### config.mk
export PLATFORM = sky130hd
export DESIGN_NAME = tmr_top
export DESIGN_NICKNAME = d
export VERILOG_FILES = /design/src/tmr_pkg.sv /design/src/tmr_edge_sync.sv /design/src/tmr_prescaler.sv /design/src/tmr_top.sv
export SDC_FILE = /design/constraint.sdc
export NUM_CORES = 1
export LEC_CHECK = 0
export BUFFER_PORTS_ARGS = -buffer_cell sky130_fd_sc_hd__buf_2
export CELL_PAD_IN_SITES_DETAIL_PLACEMENT = 2
export CELL_PAD_IN_SITES_GLOBAL_PLACEMENT = 2
export CORE_ASPECT_RATIO = 1.2
export CORE_MARGIN = 3
export CORE_UTILIZATION = 32
export CTS_CLUSTER_DIAMETER = 120
export DETAILED_ROUTE_END_ITERATION = 12
export GPL_ROUTABILITY_DRIVEN = 0
export PLACE_DENSITY_LB_ADDON = 0.1
export SYNTH_ARGS = -nofsm -noshare
export SYNTH_HDL_FRONTEND = slang
export SYNTH_SLANG_ARGS = --single-unit
### constraint.sdc
create_clock -name REF_CLK -period 4.8 [get_ports REF_CLK]
set_input_delay 0.48 -clock REF_CLK [delete_from_list [all_inputs] [get_ports REF_CLK]]
set_output_delay 0.48 -clock REF_CLK [all_outputs]
set_load 0.1 [all_outputs]
### src/tmr_pkg.sv
// constants, register map and phase states of the 8-bit timer block
// assumes one 100 MHz REF_CLK; four clocks make one instruction cycle
//
// What this block does
// - timer mode counts every instruction cycle, undivided only with assign bit one
// - source select zero picks instruction-cycle counting
// - count write inhibits counting for two cycles
// - counter mode counts chosen edge of input
// - source select one picks external count input
// - one prescaler, timer or watchdog, never both
// - assign bit zero routes prescaler to timer
// - eight ratios 1:2 to 1:256 by field
// - assign bit one gives timer 1:1 counting
// - prescaler count is hidden from software
// - count write clears prescaler when timer-owned
// - rollover sets sticky flag; software write of one to bit zero clears
// - sleep freezes the count register
// - external count sampled on Q2 and Q4
`default_nettype none

package tmr_pkg;

    // ************************************************
    // register map, byte addresses
    // ************************************************
    localparam logic [7:0] OFS_COUNT = 8'h00;
    localparam logic [7:0] OFS_OPTION = 8'h04;
    localparam logic [7:0] OFS_STATUS = 8'h08;
    localparam logic [7:0] OFS_MASK = 8'h0C;

    // ************************************************
    // option fields
    // ************************************************
    localparam int unsigned OPT_W = 6;
    localparam int unsigned OPT_CS_BIT = 5;
    localparam int unsigned OPT_SE_BIT = 4;
    localparam int unsigned OPT_ASSIGN_BIT = 3;
    localparam int unsigned OPT_RATIO_LSB = 0;
    localparam int unsigned OPT_RATIO_W = 3;
    localparam int unsigned IRQ_OVF_BIT = 0;

    // ************************************************
    // reset values and timing counts
    // ************************************************
    localparam logic [7:0] RST_COUNT = 8'h00;
    localparam logic [OPT_W-1:0] RST_OPTION = 6'h00;
    localparam logic RST_FLAG = 1'b0;
    localparam logic RST_MASK = 1'b0;
    localparam logic [1:0] INHIBIT_ICYC = 2'h2;

    // instruction-cycle phases, one-hot
    typedef enum logic [3:0] {
        PH_Q1 = 4'b0001,
        PH_Q2 = 4'b0010,
        PH_Q3 = 4'b0100,
        PH_Q4 = 4'b1000
    } phase_e;

    // ratio field n -> n+1 low ones
    function automatic logic [7:0] ratio_mask(
        input logic [OPT_RATIO_W-1:0] sel
    );
        logic [7:0] m;
        m = 8'h00;
        for (int i = 0; i < 8; i++) begin
            m[i] = (i <= int'(sel));
        end
        return m;
    endfunction

endpackage

`default_nettype wire

### src/tmr_edge_sync.sv
// synchroniser and edge picker for the external count input
// assumes the pin is asynchronous; events released only on sample_en
`timescale 1ns/100ps
`default_nettype none

module tmr_edge_sync (
    // clock and reset
    input wire logic clk,
    input wire logic nrst,
    // pin and control
    input wire logic pin,
    input wire logic edge_fall,
    input wire logic sample_en,
    // event
    output logic evt
);

    logic sync1_q, sync2_q, prev_q, pend_q;
    logic lvl, rise, pend_d;

    assign lvl = sync2_q ^ edge_fall;
    assign rise = lvl & ~prev_q;
    assign evt = sample_en & (pend_q | rise);

    always_comb begin
        pend_d = (pend_q | rise) & ~sample_en;
    end

    always_ff @(posedge clk or negedge nrst) begin
        if (!nrst) begin
            sync1_q <= 1'b0;
            sync2_q <= 1'b0;
            prev_q <= 1'b0;
            pend_q <= 1'b0;
        end else begin
            sync1_q <= pin;
            sync2_q <= sync1_q;
            prev_q <= lvl;
            pend_q <= pend_d;
        end
    end
endmodule // tmr_edge_sync

`default_nettype wire

### src/tmr_prescaler.sv
// shared ripple prescaler; count is not visible to software
// assumes tick_in is a one-cycle pulse
`timescale 1ns/100ps
`default_nettype none

module tmr_prescaler #(
    parameter int unsigned W = 8
) (
    // clock and reset
    input wire logic clk,
    input wire logic nrst,
    // control
    input wire logic tick_in,
    input wire logic clear,
    input wire logic [W-1:0] mask,
    // divided pulse
    output logic tick_out
);

    logic [W-1:0] cnt_q, cnt_d;

    assign tick_out = tick_in & ((cnt_q & mask) == mask);

    always_comb begin
        cnt_d = cnt_q;
        if (clear) begin
            cnt_d = '0;
        end else if (tick_in) begin
            cnt_d = cnt_q + 1'b1;
        end
    end

    always_ff @(posedge clk or negedge nrst) begin
        if (!nrst) begin
            cnt_q <= '0;
        end else begin
            cnt_q <= cnt_d;
        end
    end
endmodule // tmr_prescaler

`default_nettype wire

### src/tmr_top.sv
// 8-bit timer/counter with shared prescaler, wishbone classic slave
// assumes synchronous SLEEP and WATCHDOG_TICK pulses on REF_CLK
`timescale 1ns/100ps
`default_nettype none

module tmr_top #(
    parameter int unsigned CNT_W = 8,
    parameter int unsigned PRE_W = 8
) (
    // clock and reset
    input wire logic REF_CLK,
    input wire logic NRST,
    // wishbone slave
    input wire logic [7:0] WB_ADR_I,
    input wire logic [31:0] WB_DAT_I,
    output logic [31:0] WB_DAT_O,
    input wire logic WB_WE_I,
    input wire logic [3:0] WB_SEL_I,
    input wire logic WB_CYC_I,
    input wire logic WB_STB_I,
    output logic WB_ACK_O,
    // count input and processor state
    input wire logic EXT_COUNT_INPUT,
    input wire logic SLEEP,
    // watchdog side
    input wire logic WATCHDOG_TICK,
    output logic WATCHDOG_PRESC_TICK,
    // interrupt
    output logic IRQ
);

    // ************************************************
    // state
    // ************************************************
    tmr_pkg::phase_e phase_q, phase_d;
    logic [CNT_W-1:0] count_q, count_d;
    logic [1:0] inhib_q, inhib_d;
    logic [tmr_pkg::OPT_W-1:0] opt_q, opt_d;
    logic flag_q, flag_d, mask_q, mask_d, irq_q, irq_d;
    logic ack_q, ack_d, wd_q, wd_d;
    logic [31:0] dat_q, dat_d;

    logic wb_req, wr0, cnt_wr, sts_wr;
    logic count_src, edge_fall, presc_assign;
    logic [tmr_pkg::OPT_RATIO_W-1:0] ratio_sel;
    logic icyc_end, sample_en, ext_evt, src_tick;
    logic presc_in, presc_clr, presc_out, tmr_tick, inc, ovf;

    // ************************************************
    // bus decode and option fields
    // ************************************************
    assign wb_req = WB_CYC_I & WB_STB_I & ~ack_q;
    // writes land at the acknowledging edge
    assign wr0 = WB_CYC_I & WB_STB_I & ack_q & WB_WE_I & WB_SEL_I[0];
    assign cnt_wr = wr0 & (WB_ADR_I == tmr_pkg::OFS_COUNT);
    assign sts_wr = wr0 & (WB_ADR_I == tmr_pkg::OFS_STATUS);
    assign count_src = opt_q[tmr_pkg::OPT_CS_BIT];
    assign edge_fall = opt_q[tmr_pkg::OPT_SE_BIT];
    assign presc_assign = opt_q[tmr_pkg::OPT_ASSIGN_BIT];
    assign ratio_sel = opt_q[tmr_pkg::OPT_RATIO_LSB +: tmr_pkg::OPT_RATIO_W];

    // ************************************************
    // instruction-cycle phases
    // ************************************************
    assign icyc_end = (phase_q == tmr_pkg::PH_Q4);
    assign sample_en = (phase_q == tmr_pkg::PH_Q2) | icyc_end;

    tmr_edge_sync u_edge (
        .clk(REF_CLK),
        .nrst(NRST),
        .pin(EXT_COUNT_INPUT),
        .edge_fall(edge_fall),
        .sample_en(sample_en),
        .evt(ext_evt)
    );

    // ************************************************
    // source and prescaler routing
    // ************************************************
    // source select, frozen in sleep
    assign src_tick = SLEEP ? 1'b0 : (count_src ? ext_evt : icyc_end);
    assign presc_in = presc_assign ? WATCHDOG_TICK : src_tick;
    assign presc_clr = cnt_wr & ~presc_assign;

    tmr_prescaler #(
        .W(PRE_W)
    ) u_presc (
        .clk(REF_CLK),
        .nrst(NRST),
        .tick_in(presc_in),
        .clear(presc_clr),
        .mask(tmr_pkg::ratio_mask(ratio_sel)),
        .tick_out(presc_out)
    );

    assign tmr_tick = presc_assign ? src_tick : presc_out;
    assign inc = tmr_tick & (inhib_q == 2'h0) & ~cnt_wr;
    assign ovf = inc & (count_q == {CNT_W{1'b1}});

    // ************************************************
    // counter group
    // ************************************************
    always_comb begin
        case (phase_q)
            tmr_pkg::PH_Q1: phase_d = tmr_pkg::PH_Q2;
            tmr_pkg::PH_Q2: phase_d = tmr_pkg::PH_Q3;
            tmr_pkg::PH_Q3: phase_d = tmr_pkg::PH_Q4;
            tmr_pkg::PH_Q4: phase_d = tmr_pkg::PH_Q1;
            default: phase_d = tmr_pkg::PH_Q1;
        endcase
        inhib_d = inhib_q;
        count_d = count_q;
        if (cnt_wr) begin
            inhib_d = tmr_pkg::INHIBIT_ICYC;
        end else if (icyc_end && inhib_q != 2'h0) begin
            inhib_d = inhib_q - 2'h1;
        end
        if (cnt_wr) begin
            count_d = WB_DAT_I[CNT_W-1:0];
        end else if (inc) begin
            count_d = count_q + 1'b1;
        end
        wd_d = presc_assign & presc_out;
    end

    always_ff @(posedge REF_CLK or negedge NRST) begin
        if (!NRST) begin
            phase_q <= tmr_pkg::PH_Q1;
            inhib_q <= 2'h0;
            count_q <= tmr_pkg::RST_COUNT[CNT_W-1:0];
            wd_q <= 1'b0;
        end else begin
            phase_q <= phase_d;
            inhib_q <= inhib_d;
            count_q <= count_d;
            wd_q <= wd_d;
        end
    end

    // ************************************************
    // register group
    // ************************************************
    always_comb begin
        ack_d = wb_req;
        dat_d = 32'h0000_0000;
        opt_d = opt_q;
        mask_d = mask_q;
        if (wr0 && WB_ADR_I == tmr_pkg::OFS_OPTION) begin
            opt_d = WB_DAT_I[tmr_pkg::OPT_W-1:0];
        end
        if (wr0 && WB_ADR_I == tmr_pkg::OFS_MASK) begin
            mask_d = WB_DAT_I[tmr_pkg::IRQ_OVF_BIT];
        end
        flag_d = ovf | (flag_q & ~(sts_wr & WB_DAT_I[tmr_pkg::IRQ_OVF_BIT]));
        irq_d = flag_d & mask_d;
        if (wb_req && !WB_WE_I) begin
            case (WB_ADR_I)
                tmr_pkg::OFS_COUNT: dat_d[CNT_W-1:0] = count_q;
                tmr_pkg::OFS_OPTION: dat_d[tmr_pkg::OPT_W-1:0] = opt_q;
                tmr_pkg::OFS_STATUS: dat_d[tmr_pkg::IRQ_OVF_BIT] = flag_q;
                tmr_pkg::OFS_MASK: dat_d[tmr_pkg::IRQ_OVF_BIT] = mask_q;
                default: dat_d = 32'h0000_0000;
            endcase
        end
    end

    always_ff @(posedge REF_CLK or negedge NRST) begin
        if (!NRST) begin
            ack_q <= 1'b0;
            dat_q <= 32'h0000_0000;
            opt_q <= tmr_pkg::RST_OPTION;
            mask_q <= tmr_pkg::RST_MASK;
            flag_q <= tmr_pkg::RST_FLAG;
            irq_q <= 1'b0;
        end else begin
            ack_q <= ack_d;
            dat_q <= dat_d;
            opt_q <= opt_d;
            mask_q <= mask_d;
            flag_q <= flag_d;
            irq_q <= irq_d;
        end
    end

    assign WB_ACK_O = ack_q;
    assign WB_DAT_O = dat_q;
    assign WATCHDOG_PRESC_TICK = wd_q;
    assign IRQ = irq_q;
endmodule // tmr_top

`default_nettype wire

# Yosys cells after proc, flatten, opt, wreduce, memory -nomap -nowiden

Cells that the tools add are included.

Register bits after elaboration: 69
Latch bits: 0
RAM bits: 0
ROM bits: 0
Input port bits: 52
Output and inout port bits: 35
Word-level logic and storage cells: 91
Memories kept: 0

$add $sub $neg: 3
Multiply operators: 0
Divide/modulo/power cells: 0
$lt $le $gt $ge: 7
Equal/unequal tests: 9
Shift operators: 0
Mux-type cells: 16
Bitwise gates (word level): 30
Reduce and logical (&&, ||, !) cells: 11

Operators with widths:

| operator              | count |
|---|---|
| $mux W8               | 5 |
| $and A1 B1 Y1         | 19 |
| $add A8 B1 Y8 const B | 2 |
| $eq A8 B4 Y1 const B  | 2 |
| $le A3 B3 Y1 const A  | 4 |
| $pmux W4 S3           | 1 |
| $pmux W5 S2           | 1 |
| $and A8 B8 Y8         | 1 |
| $eq A8 B3 Y1 const B  | 1 |
| $eq A8 B8 Y1          | 1 |
| $eq A8 B8 Y1 const B  | 1 |
| $logic_not A8 Y1      | 1 |
| $reduce_bool A2 Y1    | 4 |
| $le A2 B3 Y1 const A  | 2 |
| $mux W2               | 3 |
| $not A1 Y1            | 6 |
| $mux W1               | 5 |
| $eq A4 B1 Y1 const B  | 1 |
| $eq A4 B2 Y1 const B  | 1 |
| $eq A4 B3 Y1 const B  | 1 |
| $eq A4 B4 Y1 const B  | 1 |
| $logic_and A1 B1 Y1   | 4 |
| $pmux W1 S4           | 1 |
| $le A1 B3 Y1 const A  | 1 |
| other kinds (5)       | 7 |

# Depth between registers and ports, before layout

Gate-level depths: netlist of run 1.

Depth in word-level cells: 14
Depth in mapped cells: 7
Mapped depth without buffers: 6

# Cells and area by module

Synthesis of run 1 repeated with hierarchy kept, for this count alone.

Cell total of the unflattened synthesis: 233
Area total of the unflattened synthesis: 2424.8 um2

Modules (own cells, without submodules):

| module        | times used | cells each | area each (um2) | seq. area each (um2) |
|---|---|---|---|---|
| tmr_top       | 1          | 173        | 1805.5          | 827.0 |
| tmr_prescaler | 1          | 49         | 473.0           | 200.2 |
| tmr_edge_sync | 1          | 11         | 146.4           | 100.1 |

# Worst setup path before layout of run 1

OpenSTA, ideal clock, no wires.

Path kind: register to register
Start: register ack_q (netlist: WB_ACK_O)
End: register u_presc.cnt_q[0]
Library setup time: 0.135 ns
Data arrival time: 2.244 ns
Data required time: 4.665 ns
Slack: 2.421 ns
Cell stages (with the launch flop): 7
Buffers on the path: 1
Period minus slack after synthesis: 2.379 ns
Cell sequence: dfrtp_1 and4_1 nand4_1 or3_1 clkbuf_1 nor2_1 nor2_1

Cells in the longest elaborated chain, start to end: 6
Elaborated cells between the ends (all ways): 7
Those cells by class: 1 x mux; 5 x bitwise; 1 x reduce/logical

RTL lines:

| what                                                 | RTL line            | text |
|---|---|---|
| start, declared                                      | tmr_top.sv:40       | `logic ack_q, ack_d, wd_q, wd_d;` |
| start signal, assigned                               | tmr_top.sv:176      | `ack_q <= ack_d;` |
| $and A1 B1 Y1 * (3 in a row)                         | tmr_top.sv:54       | `assign wr0 = WB_CYC_I & WB_STB_I & ack_q & WB_WE_I & WB_SEL_I[0];` |
| $and A1 B1 Y1 *                                      | tmr_top.sv:55       | `assign cnt_wr = wr0 & (WB_ADR_I == tmr_pkg::OFS_COUNT);` |
| $and A1 B1 Y1 *                                      | tmr_top.sv:83       | `assign presc_clr = cnt_wr & ~presc_assign;` |
| $mux W8 / $reduce_bool A2 Y1 (equally long branches) | --                  |  |
| end signal, assigned                                 | tmr_prescaler.sv:37 | `cnt_q <= cnt_d;` |
| end, declared                                        | tmr_prescaler.sv:20 | `logic [W-1:0] cnt_q, cnt_d;` |

Mark *: on every way between the ends. The rest lies on a longest branch, timed or not.
A chain may end at the register's enable or synchronous reset.

# Final worst setup path of run 1

Start: register opt_q[0] in the netlist's numbering
End: register count_q[4]

Cells in the longest elaborated chain, start to end: 8
Elaborated cells between the ends (all ways): 14
Those cells by class: 7 x order compare; 1 x eq/ne; 1 x mux; 4 x bitwise; 1 x reduce/logical

RTL lines:

| what                                  | RTL line            | text |
|---|---|---|
| start, declared                       | tmr_top.sv:38       | `logic [tmr_pkg::OPT_W-1:0] opt_q, opt_d;` |
| start signal, assigned                | tmr_top.sv:171      | `opt_q <= tmr_pkg::RST_OPTION;` |
| start signal, assigned                | tmr_top.sv:178      | `opt_q <= opt_d;` |
| $le A1 B3 Y1 (tied with other cells)  | tmr_pkg.sv:66       | `m[i] = (i <= int'(sel));` |
| $and A8 B8 Y8                         | tmr_prescaler.sv:22 | `assign tick_out = tick_in & ((cnt_q & mask) == mask);` |
| $eq A8 B8 Y1 *                        | tmr_prescaler.sv:22 |  |
| $and A1 B1 Y1 *                       | tmr_prescaler.sv:22 |  |
| $mux W1 *                             | tmr_top.sv:96       | `assign tmr_tick = presc_assign ? src_tick : presc_out;` |
| $and A1 B1 Y1 * (2 in a row)          | tmr_top.sv:97       | `assign inc = tmr_tick & (inhib_q == 2'h0) & ~cnt_wr;` |
| $reduce_bool A2 Y1 (no source line) * | --                  |  |
| end signal, assigned                  | tmr_top.sv:130      | `count_q <= tmr_pkg::RST_COUNT[CNT_W-1:0];` |
| end signal, assigned                  | tmr_top.sv:135      | `count_q <= count_d;` |
| end, declared                         | tmr_top.sv:36       | `logic [CNT_W-1:0] count_q, count_d;` |

Marks and branches as above.

==> impl.org, run 1 <==
** Status
- Outcome :: completed

** Final layout
- The count of cells in the finished layout, fillers not included, comes to 345.
- Compared with the post-synthesis result, the final layout area differs by 12.54%.
- Number of nets in the finished design :: 312
- Antenna diodes :: 0
- Of the cells placed in the final design, the portion with a size suffix greater than 1 is 21.71%.

** Setup path
- Maximum fanout encountered on the critical timing path :: 6
- The worst register-to-register path begins at opt_q[0].
- Following the worst setup path forward leads to its endpoint at count_q[4].
- Category of the worst setup path launch point :: flip-flop
- For the worst setup path, the data required time is 5.01 ns.
- CP Capture Type :: flip-flop
- Data on the critical path arrives at its endpoint at 2.47 ns.
- For flop-to-flop paths, the worst setup slack is 2.54 ns.
- The endpoint identified for the worst register-to-register timing path is count_q[4].
- Worst Reg2Reg Path Length in Cells :: 6
- Critical path class :: flip-flop to flip-flop
- The critical path starts at opt_q[0].

** CTS
- Count of instances resized after the clock tree is built :: 0
- Buffers added to address setup during post-CTS repair amount to 0.
- The tree is rooted in a clkbuf_8.
- Cts bufs inserted :: 5
- Clock insertion delay at the later pin of the skew report :: 0.30 ns
- The clock net in this run drives a total of 45 sinks.
- Cts-stage hold buffer count :: 0
- After clock tree synthesis, the clock-pin slew on the worst setup and hold paths is 0.09 ns.
- Number of buffers on the longest clock path :: 2
- TritonCTS built the clock tree.
- CTS H-Tree Depth :: 2

** Timing
- Based on the critical path, the design can be clocked at up to 443.4 MHz.
- The routed design could run at a clock period as short as 2.255 ns.
- Setup TNS Final :: 0 ns
- For the pin with the worst max-slew slack, the measured transition is 1.034 ns.
- Setup repair after global routing left no endpoint under its margin.
- Worst Clk Skew :: 0.01212 ns
- Max-slew violation count :: 0
- Fin crit share :: 46.99%
- Final hold violation count :: 0
- Final setup vio count :: 0
- Max-slew headroom :: 31.04%

** Place
- During placement, the flow inserted port buffers numbering 35.
- Number of placed instances with taps included :: 337
- Post-DP HPWL :: 4040 µm

** Floorplanning
- Initial standard-cell utilization of the core :: 33.60%
- Measured along the x axis, the die boundary spans 84.14 µm.
- Boundary Pins :: 87
- Std-Cell Rows :: 33
- From bottom edge to top edge, the die measures 99.77 µm.
- The floorplan step defined a core boundary enclosing 6978 µm².
- Die footprint :: 8395 µm²

** Logic synthesis
- In the synthesized netlist the dominant register cell turns out to be dfrtp_1.
- In the synthesized netlist the async set-or-reset flop fraction comes to 100.0%.
- Distinct cell type count of the synthesized netlist :: 42
- Each instance of the synthesized netlist takes up on average 10.66 µm².
- After synthesis the cells add up to 2345 µm².
- Share of synthesized area occupied by flip-flops and latches :: 48.08%
- Counting flops with a built-in enable in the synthesized netlist gives 0.
- Counting flops and latches in the post-synthesis netlist gives 45.
- Yosys printed 0 warnings.
- Cell count after synthesis :: 220

** Pwr
- Total internal power :: 0.0006684 W
- Across the VDD grid, the largest voltage drop is 0.1540 mV.
- In this run the static leakage power is 1.290 nW.
- Sequential power share :: 45.8%
- Combinational logic is responsible for 24.5% of the overall power.
- In this run switching power makes up 34.59% of total power.
- Power per unit of standard cell area :: 387.2 nW/µm²
- Part of the total power dissipated in the clock network :: 29.7%
- NetSw :: 0.0003535 W

** Route
- After detailed routing, the average wire length per cell comes to 15.59 µm.
- The routed design has 5380 µm of wire.
- For this run, design rule violations remaining after detail routing come to 0.
- The detail route stage leaves a number of antenna-violating nets equal to 0.
- The first routing iteration left 42 violations.
- Pre-antenna DRT Iters :: 4
- Summing over every cut layer, the via total after detailed routing is 1678.
- Average vias per placed instance :: 4.864

** GRT
- Maximum number of pins on one net before global-route repair :: 46
- The first global-routing pass estimated 9011 µm of wire.
- For this run, the total global-route usage over all layers was measured as 13.51%.
- The number of antenna violations at the first check in global routing was 0.
- The number of global-route vias before repair was 1777.
- Global routing finished with a remaining overflow of 0.

** Run
- The tool flagged a number of max-cap violations equal to 0.

** Hold path
- Class of the most critical hold timing path :: input port to flip-flop
-- flip-flops by register name, indices dropped and copies added (netlist names) --
name                 cells
WB_DAT_O                 8
count_q                  8
u_presc.cnt_q            8
opt_q                    6
phase_q                  4
inhib_q                  2
IRQ                      1
WATCHDOG_PRESC_TICK      1
WB_ACK_O                 1
flag_q                   1
mask_q                   1
u_edge.pend_q            1
u_edge.prev_q            1
u_edge.sync1_q           1
u_edge.sync2_q           1
-- routing by layer --
| metal | part of all wire, % | wire length (µm) | up-vias | track usage, % |
|---|---|---|---|---|
| met1 | 42 | 2253 | 853 | 16.60 |
| met2 | 53 | 2845 | 37 | 24.18 |
| met5 | 0 | 0 | - | 0 |
| li1 | - | - | 783 | - |
| met4 | 1.2 | 67 | 0 | 3.713 |
| met3 | 4.0 | 213 | 5 | 2.545 |
-- synthesized netlist by cell type, types with 3 or more instances --
library cell,count,area (µm²)
nor3_1,3,15.01
nor4b_1,4,35.03
xor2_1,13,113.9
a21oi_1,5,25.02
mux2i_1,7,70.07
nand2b_1,3,18.77
nand3_1,4,20.02
dfrtp_1,44,1101
mux2_2,7,78.83
nor2b_1,3,18.77
or3_1,4,25.02
buf_4,24,180.2
and4_1,3,26.28
and2_1,3,18.77
nand4_1,3,18.77
o21ai_0,9,45.04
and3_1,5,31.28
ha_1,3,37.54
inv_1,4,15.01
nand2_1,18,67.56
clkbuf_1,4,15.01
nor2_1,23,86.33
-- power groups by stage --
stage / sequential [W] / clock [W] / combinational, W
after CTS: 0.000468 / 0.000314 / 0.000255
after detailed placement: 0.000476 / 0 / 0.000254
after floorplan: 0.000464 / 0 / 0.000222
after global placement: 0.000474 / 0 / 0.000248
after global routing: 0.000477 / 0.000327 / 0.000279
final: 0.000468 / 0.000303 / 0.000251
-- cells by family after synthesis --
family,Yosys count,share of synthesized area [%]
AND/OR/NAND/NOR,81,18.25
flip-flops,45,48.08
buffers and inverters,33,9.178
AO/OA/AOI/OAI,27,9.659
XOR/XNOR,15,5.603
multiplexers,15,7.471
adder cells (fa/ha/maj),3,1.601
other,1,0.1599
-- layout make-up --
cell class              instances  area (µm²)
clock buffers                   7       86.33
fillers                       787        4339
repair buffers                 36       182.7
well taps                      87       108.9
inverters                       4       15.01
clock inverters                 1       30.03
flip-flops and latches         45        1127
multi-input cells             165        1089
-- worst min-delay path by stage --
stage                    startpoint        endpoint  slack, ns  cells after the start
floorplan                      NRST             IRQ       0.18                      0
global placement     u_edge.sync1_q  u_edge.sync2_q       0.33                      0
detailed placement   u_edge.sync1_q  u_edge.sync2_q       0.35                      0
CTS                 EXT_COUNT_INPUT  u_edge.sync1_q       0.27                      1
global route        EXT_COUNT_INPUT  u_edge.sync1_q       0.27                      1
finish              EXT_COUNT_INPUT  u_edge.sync1_q       0.29                      1
-- per-stage QoR --
stage / total power, W / instance area, µm² / hold WS (ns) / setup slack [ns] / utilization, %
2_1_floorplan: 0.0006857 / 2431 / 0.1844 / 2.421 / -
3_3_place_gp: 0.0007222 / 2522 / 0.3342 / 2.188 / 36.15
3_5_place_dp: 0.0007297 / 2522 / 0.3535 / 2.176 / 36.15
4_1_cts: 0.001037 / 2639 / 0.2740 / 2.492 / 37.82
5_1_grt: 0.001082 / 2639 / 0.2725 / 2.309 / 37.82
6_report: 0.001022 / 2639 / 0.2864 / 2.545 / 37.82
-- cell usage in the layout, fill, tap and decap left out, types with 2 or more instances in the layout --
cell type / Yosys / layout
nand2_1: 18 / 18
mux2i_1: 7 / 7
mux2_2: 7 / 7
o21ai_0: 9 / 9
or3_1: 4 / 4
xnor2_1: 2 / 2
a21oi_1: 5 / 5
nor3_1: 3 / 3
conb_1: 1 / 24
buf_2: 1 / 35
and4_1: 3 / 3
nor2_1: 23 / 23
inv_1: 4 / 4
nor4b_1: 4 / 4
and3_1: 5 / 5
o2111ai_1: 2 / 2
ha_1: 3 / 3
nand4_1: 3 / 3
and2_1: 3 / 3
xor2_1: 13 / 13
nand2b_1: 3 / 3
dfrtp_1: 44 / 44
o211ai_1: 2 / 2
clkbuf_8: 0 / 6
nor2b_1: 3 / 3
nand3_1: 4 / 4
a31oi_1: 2 / 2
-- worst max-delay path, stage by stage (launching register included) --
cell and delay [ns]:
dfrtp_1 0.43, nand2b_1 0.17, a211o_1 0.33, a221oi_4 0.46, o2111ai_4 0.20, or3_1 0.39, a31oi_1 0.18
Note: power is estimated with default switching activity, not from simulation.
==> run 2, diff against run 1 <==
--- a/config.mk
+++ b/config.mk
@@ -10,7 +10,7 @@
 export CELL_PAD_IN_SITES_GLOBAL_PLACEMENT = 2
 export CORE_ASPECT_RATIO = 1.2
 export CORE_MARGIN = 3
-export CORE_UTILIZATION = 32
+export CORE_UTILIZATION = 27
 export CTS_CLUSTER_DIAMETER = 120
 export DETAILED_ROUTE_END_ITERATION = 12
 export GPL_ROUTABILITY_DRIVEN = 0
==> constraint.sdc (replaced) <==
create_clock -name REF_CLK -period 1.9 [get_ports REF_CLK]
set_input_delay 0.19 -clock REF_CLK [delete_from_list [all_inputs] [get_ports REF_CLK]]
set_output_delay 0.19 -clock REF_CLK [all_outputs]
set_load 0.1 [all_outputs]
==> impl.org, run 2 (synthesis results as in run 1) <==
** Route
- Count of nets left with antenna violations after detail routing :: 0
- The detailed router finished its first iteration with 20 violations.
- The first detailed-routing pass ran for 2 iterations.
- Detailed-route via count :: 1750
- In the final routed layout, each cell accounts on average for 14.19 µm.
- After detailed routing, the number of vias per cell comes to 4.430.
- Total detailed-routing wirelength :: 5605 µm
- For this run, design rule violations remaining after detail routing come to 0.

** Final layout
- Antenna diodes :: 0
- From synthesis to final layout, the design area changed by 23.43%.
- Final Util :: 34.92%
- Commonest non-fill, non-tap cell in the layout :: dfrtp_1
- In the layout the commonest cells are dfrtp_1, buf_2, conb_1.
- In the final design database the tool counted 335 nets.
- After filler insertion, the fill cell instance count of the layout stands at 960.
- Cells with a size suffix above 1 make up 30.60% of the layout.

** Floorplanning
- After floorplanning, the core was divided into 36 placement rows.
- The total area inside the core boundary comes to 8288 µm².
- The floorplan step defined a die boundary enclosing 9843 µm².
- Vert. Die Dim :: 108.1 µm
- Boundary Pins :: 87
- The floorplan step set the die width to 91.07 µm.
- For this configuration, the core starts out at a cell density of 28.29%.

** Setup path
- R2R Path End :: count_q[4]
- Setup slack, reg-to-reg :: -0.06 ns
- Worst Reg2Reg Path Length in Cells :: 6
- Maximum fanout encountered on the critical timing path :: 6
- The slowest stage of the critical path belongs to the cell dfrtp_1.
- Required time reported for the critical path endpoint :: 2.12 ns
- Category of the worst setup path launch point :: flip-flop
- Delay-heaviest family, CP :: compound AO/OA/AOI/OAI gates
- The startpoint identified for the worst register-to-register timing path is opt_q[0].
- Worst Path Buf+Inv :: 0
- CP Capture Type :: flip-flop
- By startpoint and endpoint, the worst setup path is classified as flip-flop to flip-flop.
- Largest incremental delay on the critical path :: 0.42 ns
- Ordered cell list for the critical path :: nand2b_4 -> a211o_1 -> a221oi_4 -> o2111ai_4 -> or3_1 -> a31oi_1
- STA puts the critical path data arrival time at 2.18 ns.

** Status
- The final reports fail on negative setup slack.
- Outcome :: complete, but fails checks

** Place
- OpenSTA, run right after detailed placement, puts the worst setup slack at -0.09101 ns.
- Buffers placed on the I/O ports in this run total 35.
- Post-DP HPWL :: 4400 µm

** Timing
- Fin crit share :: 103.1%
- Worst Clk Skew :: 0.004928 ns
- Across all setup checks in the final design, the least slack found is -0.05921 ns.
- Unrepaired setup endpoints after global routing :: yes
- The number of endpoints with negative hold slack in the final report was 0.
- Setup violations remaining at the end of the flow were counted as 6.
- Final period demand of the worst path :: 1.959 ns
- Setup TNS Final :: -0.1377 ns
- Worst slew pin tran :: 0.5533 ns
- Max-slew headroom :: 63.11%
- Based on the critical path, the design can be clocked at up to 510.4 MHz.
- The max-slew violation count is 0.

** CTS
- Number of buffers on the longest clock path :: 2
- Clock slew at the register clock pins of the worst setup and hold paths :: 0.08 ns
- Clock insertion delay at the later pin of the skew report :: 0.30 ns
- TritonCTS clock tree :: done
- The clock net in this run drives a total of 45 sinks.
- In this run the clock root is driven by a clkbuf_8.
- The H-tree generated during clock tree synthesis spans 2 levels.
- The number of clock buffers added by TritonCTS is 5.

** GRT
- Maximum number of pins on one net before global-route repair :: 26
- Vias in the first global route :: 1962
- Number of antenna violations at the first check in global routing :: 0
- Global routing consumed, over all layers together, 12.59% of the routing resources.
- Global routing finished with a remaining overflow of 0.
- Wire length of the first global-routing pass :: 9722 µm

** Hold path
- Class of the most critical hold timing path :: input port to flip-flop
- End point of the most critical hold path :: count_q[7]
- Startpoint of the tightest hold check path :: WB_DAT_I[7]
- Hold path depth :: 3

** Run
- The tool flagged a number of max-cap violations equal to 0.

** Pwr
- Highest ir drop seen on vdd :: 0.3175 mV
- Power per unit of standard cell area :: 867.9 nW/µm²
- Leakage dissipation :: 1.399 nW
- Final Total Pwr :: 0.002512 W
-- run 2: cell type report --
| cell class | count | area [µm²] | share of cell area [%] |
|---|---|---|---|
| repair buffers | 59 | 392.9 | 13.58 |
| clock inverters | 1 | 5.005 | 0.1729 |
| flip-flops and latches | 45 | 1132 | 39.13 |
| multi-input cells | 165 | 1130 | 39.04 |
| well taps | 114 | 142.6 | 4.929 |
| inverters | 4 | 15.01 | 0.5188 |
| clock buffers | 7 | 76.32 | 2.637 |
-- run 2: repair_timing --
action | CTS | global route
setup endpoints to repair | 9 | 17
gates resized for setup | 4 | 5
hold buffers | 2 | 0
pin swaps | 2 | 1
setup buffers | 0 | 1
gates cloned | 0 | 0
endpoints found under the hold margin | 21 | 0
-- run 2: how the worst max path moves through the flow --
stage | cells past startpoint | from | end | slack [ns]
2_1_floorplan | 6 | opt_q[0] | count_q[4] | 0.01
3_3_place_gp | 6 | opt_q[0] | count_q[4] | -0.05
3_5_place_dp | 6 | opt_q[0] | count_q[4] | -0.09
4_1_cts | 6 | opt_q[0] | count_q[4] | -0.12
5_1_grt | 6 | opt_q[2] | count_q[6] | -0.19
6_report | 6 | opt_q[0] | count_q[4] | -0.06
-- run 2: per-layer routing --
metal | vias to the layer above | share of wire [%] | GRT usage [%]
met5 | - | 0 | 0
met4 | 0 | 1.7 | 4.849
met3 | 7 | 4.6 | 2.784
met2 | 44 | 52 | 22.62
met1 | 868 | 42 | 14.61
li1 | 831 | - | -
-- run 2: where the power goes --
group	total, W	leakage [nW]	switching, W	internal, W
clock network	0.000577	0.0422	0.000318	0.000259
registers	0.00117	0.597	0.000106	0.00106
logic	0.000769	0.760	0.000482	0.000287
-- run 2: stage by stage --
stage | instance area, µm² | hold slack [ns] | instances
floorplan | 2447 | -0.1056 | 243
global placement | 2746 | 0.2224 | 384
detailed placement | 2746 | 0.2157 | 384
CTS | 2867 | 0.1074 | 394
global route | 2894 | 0.1256 | 395
finish | 2894 | 0.1122 | 395
-- run 2: worst min-delay path, stage by stage --
cell     delay (ns)
buf_2          0.08
nand2_1        0.03
o21ai_0        0.06
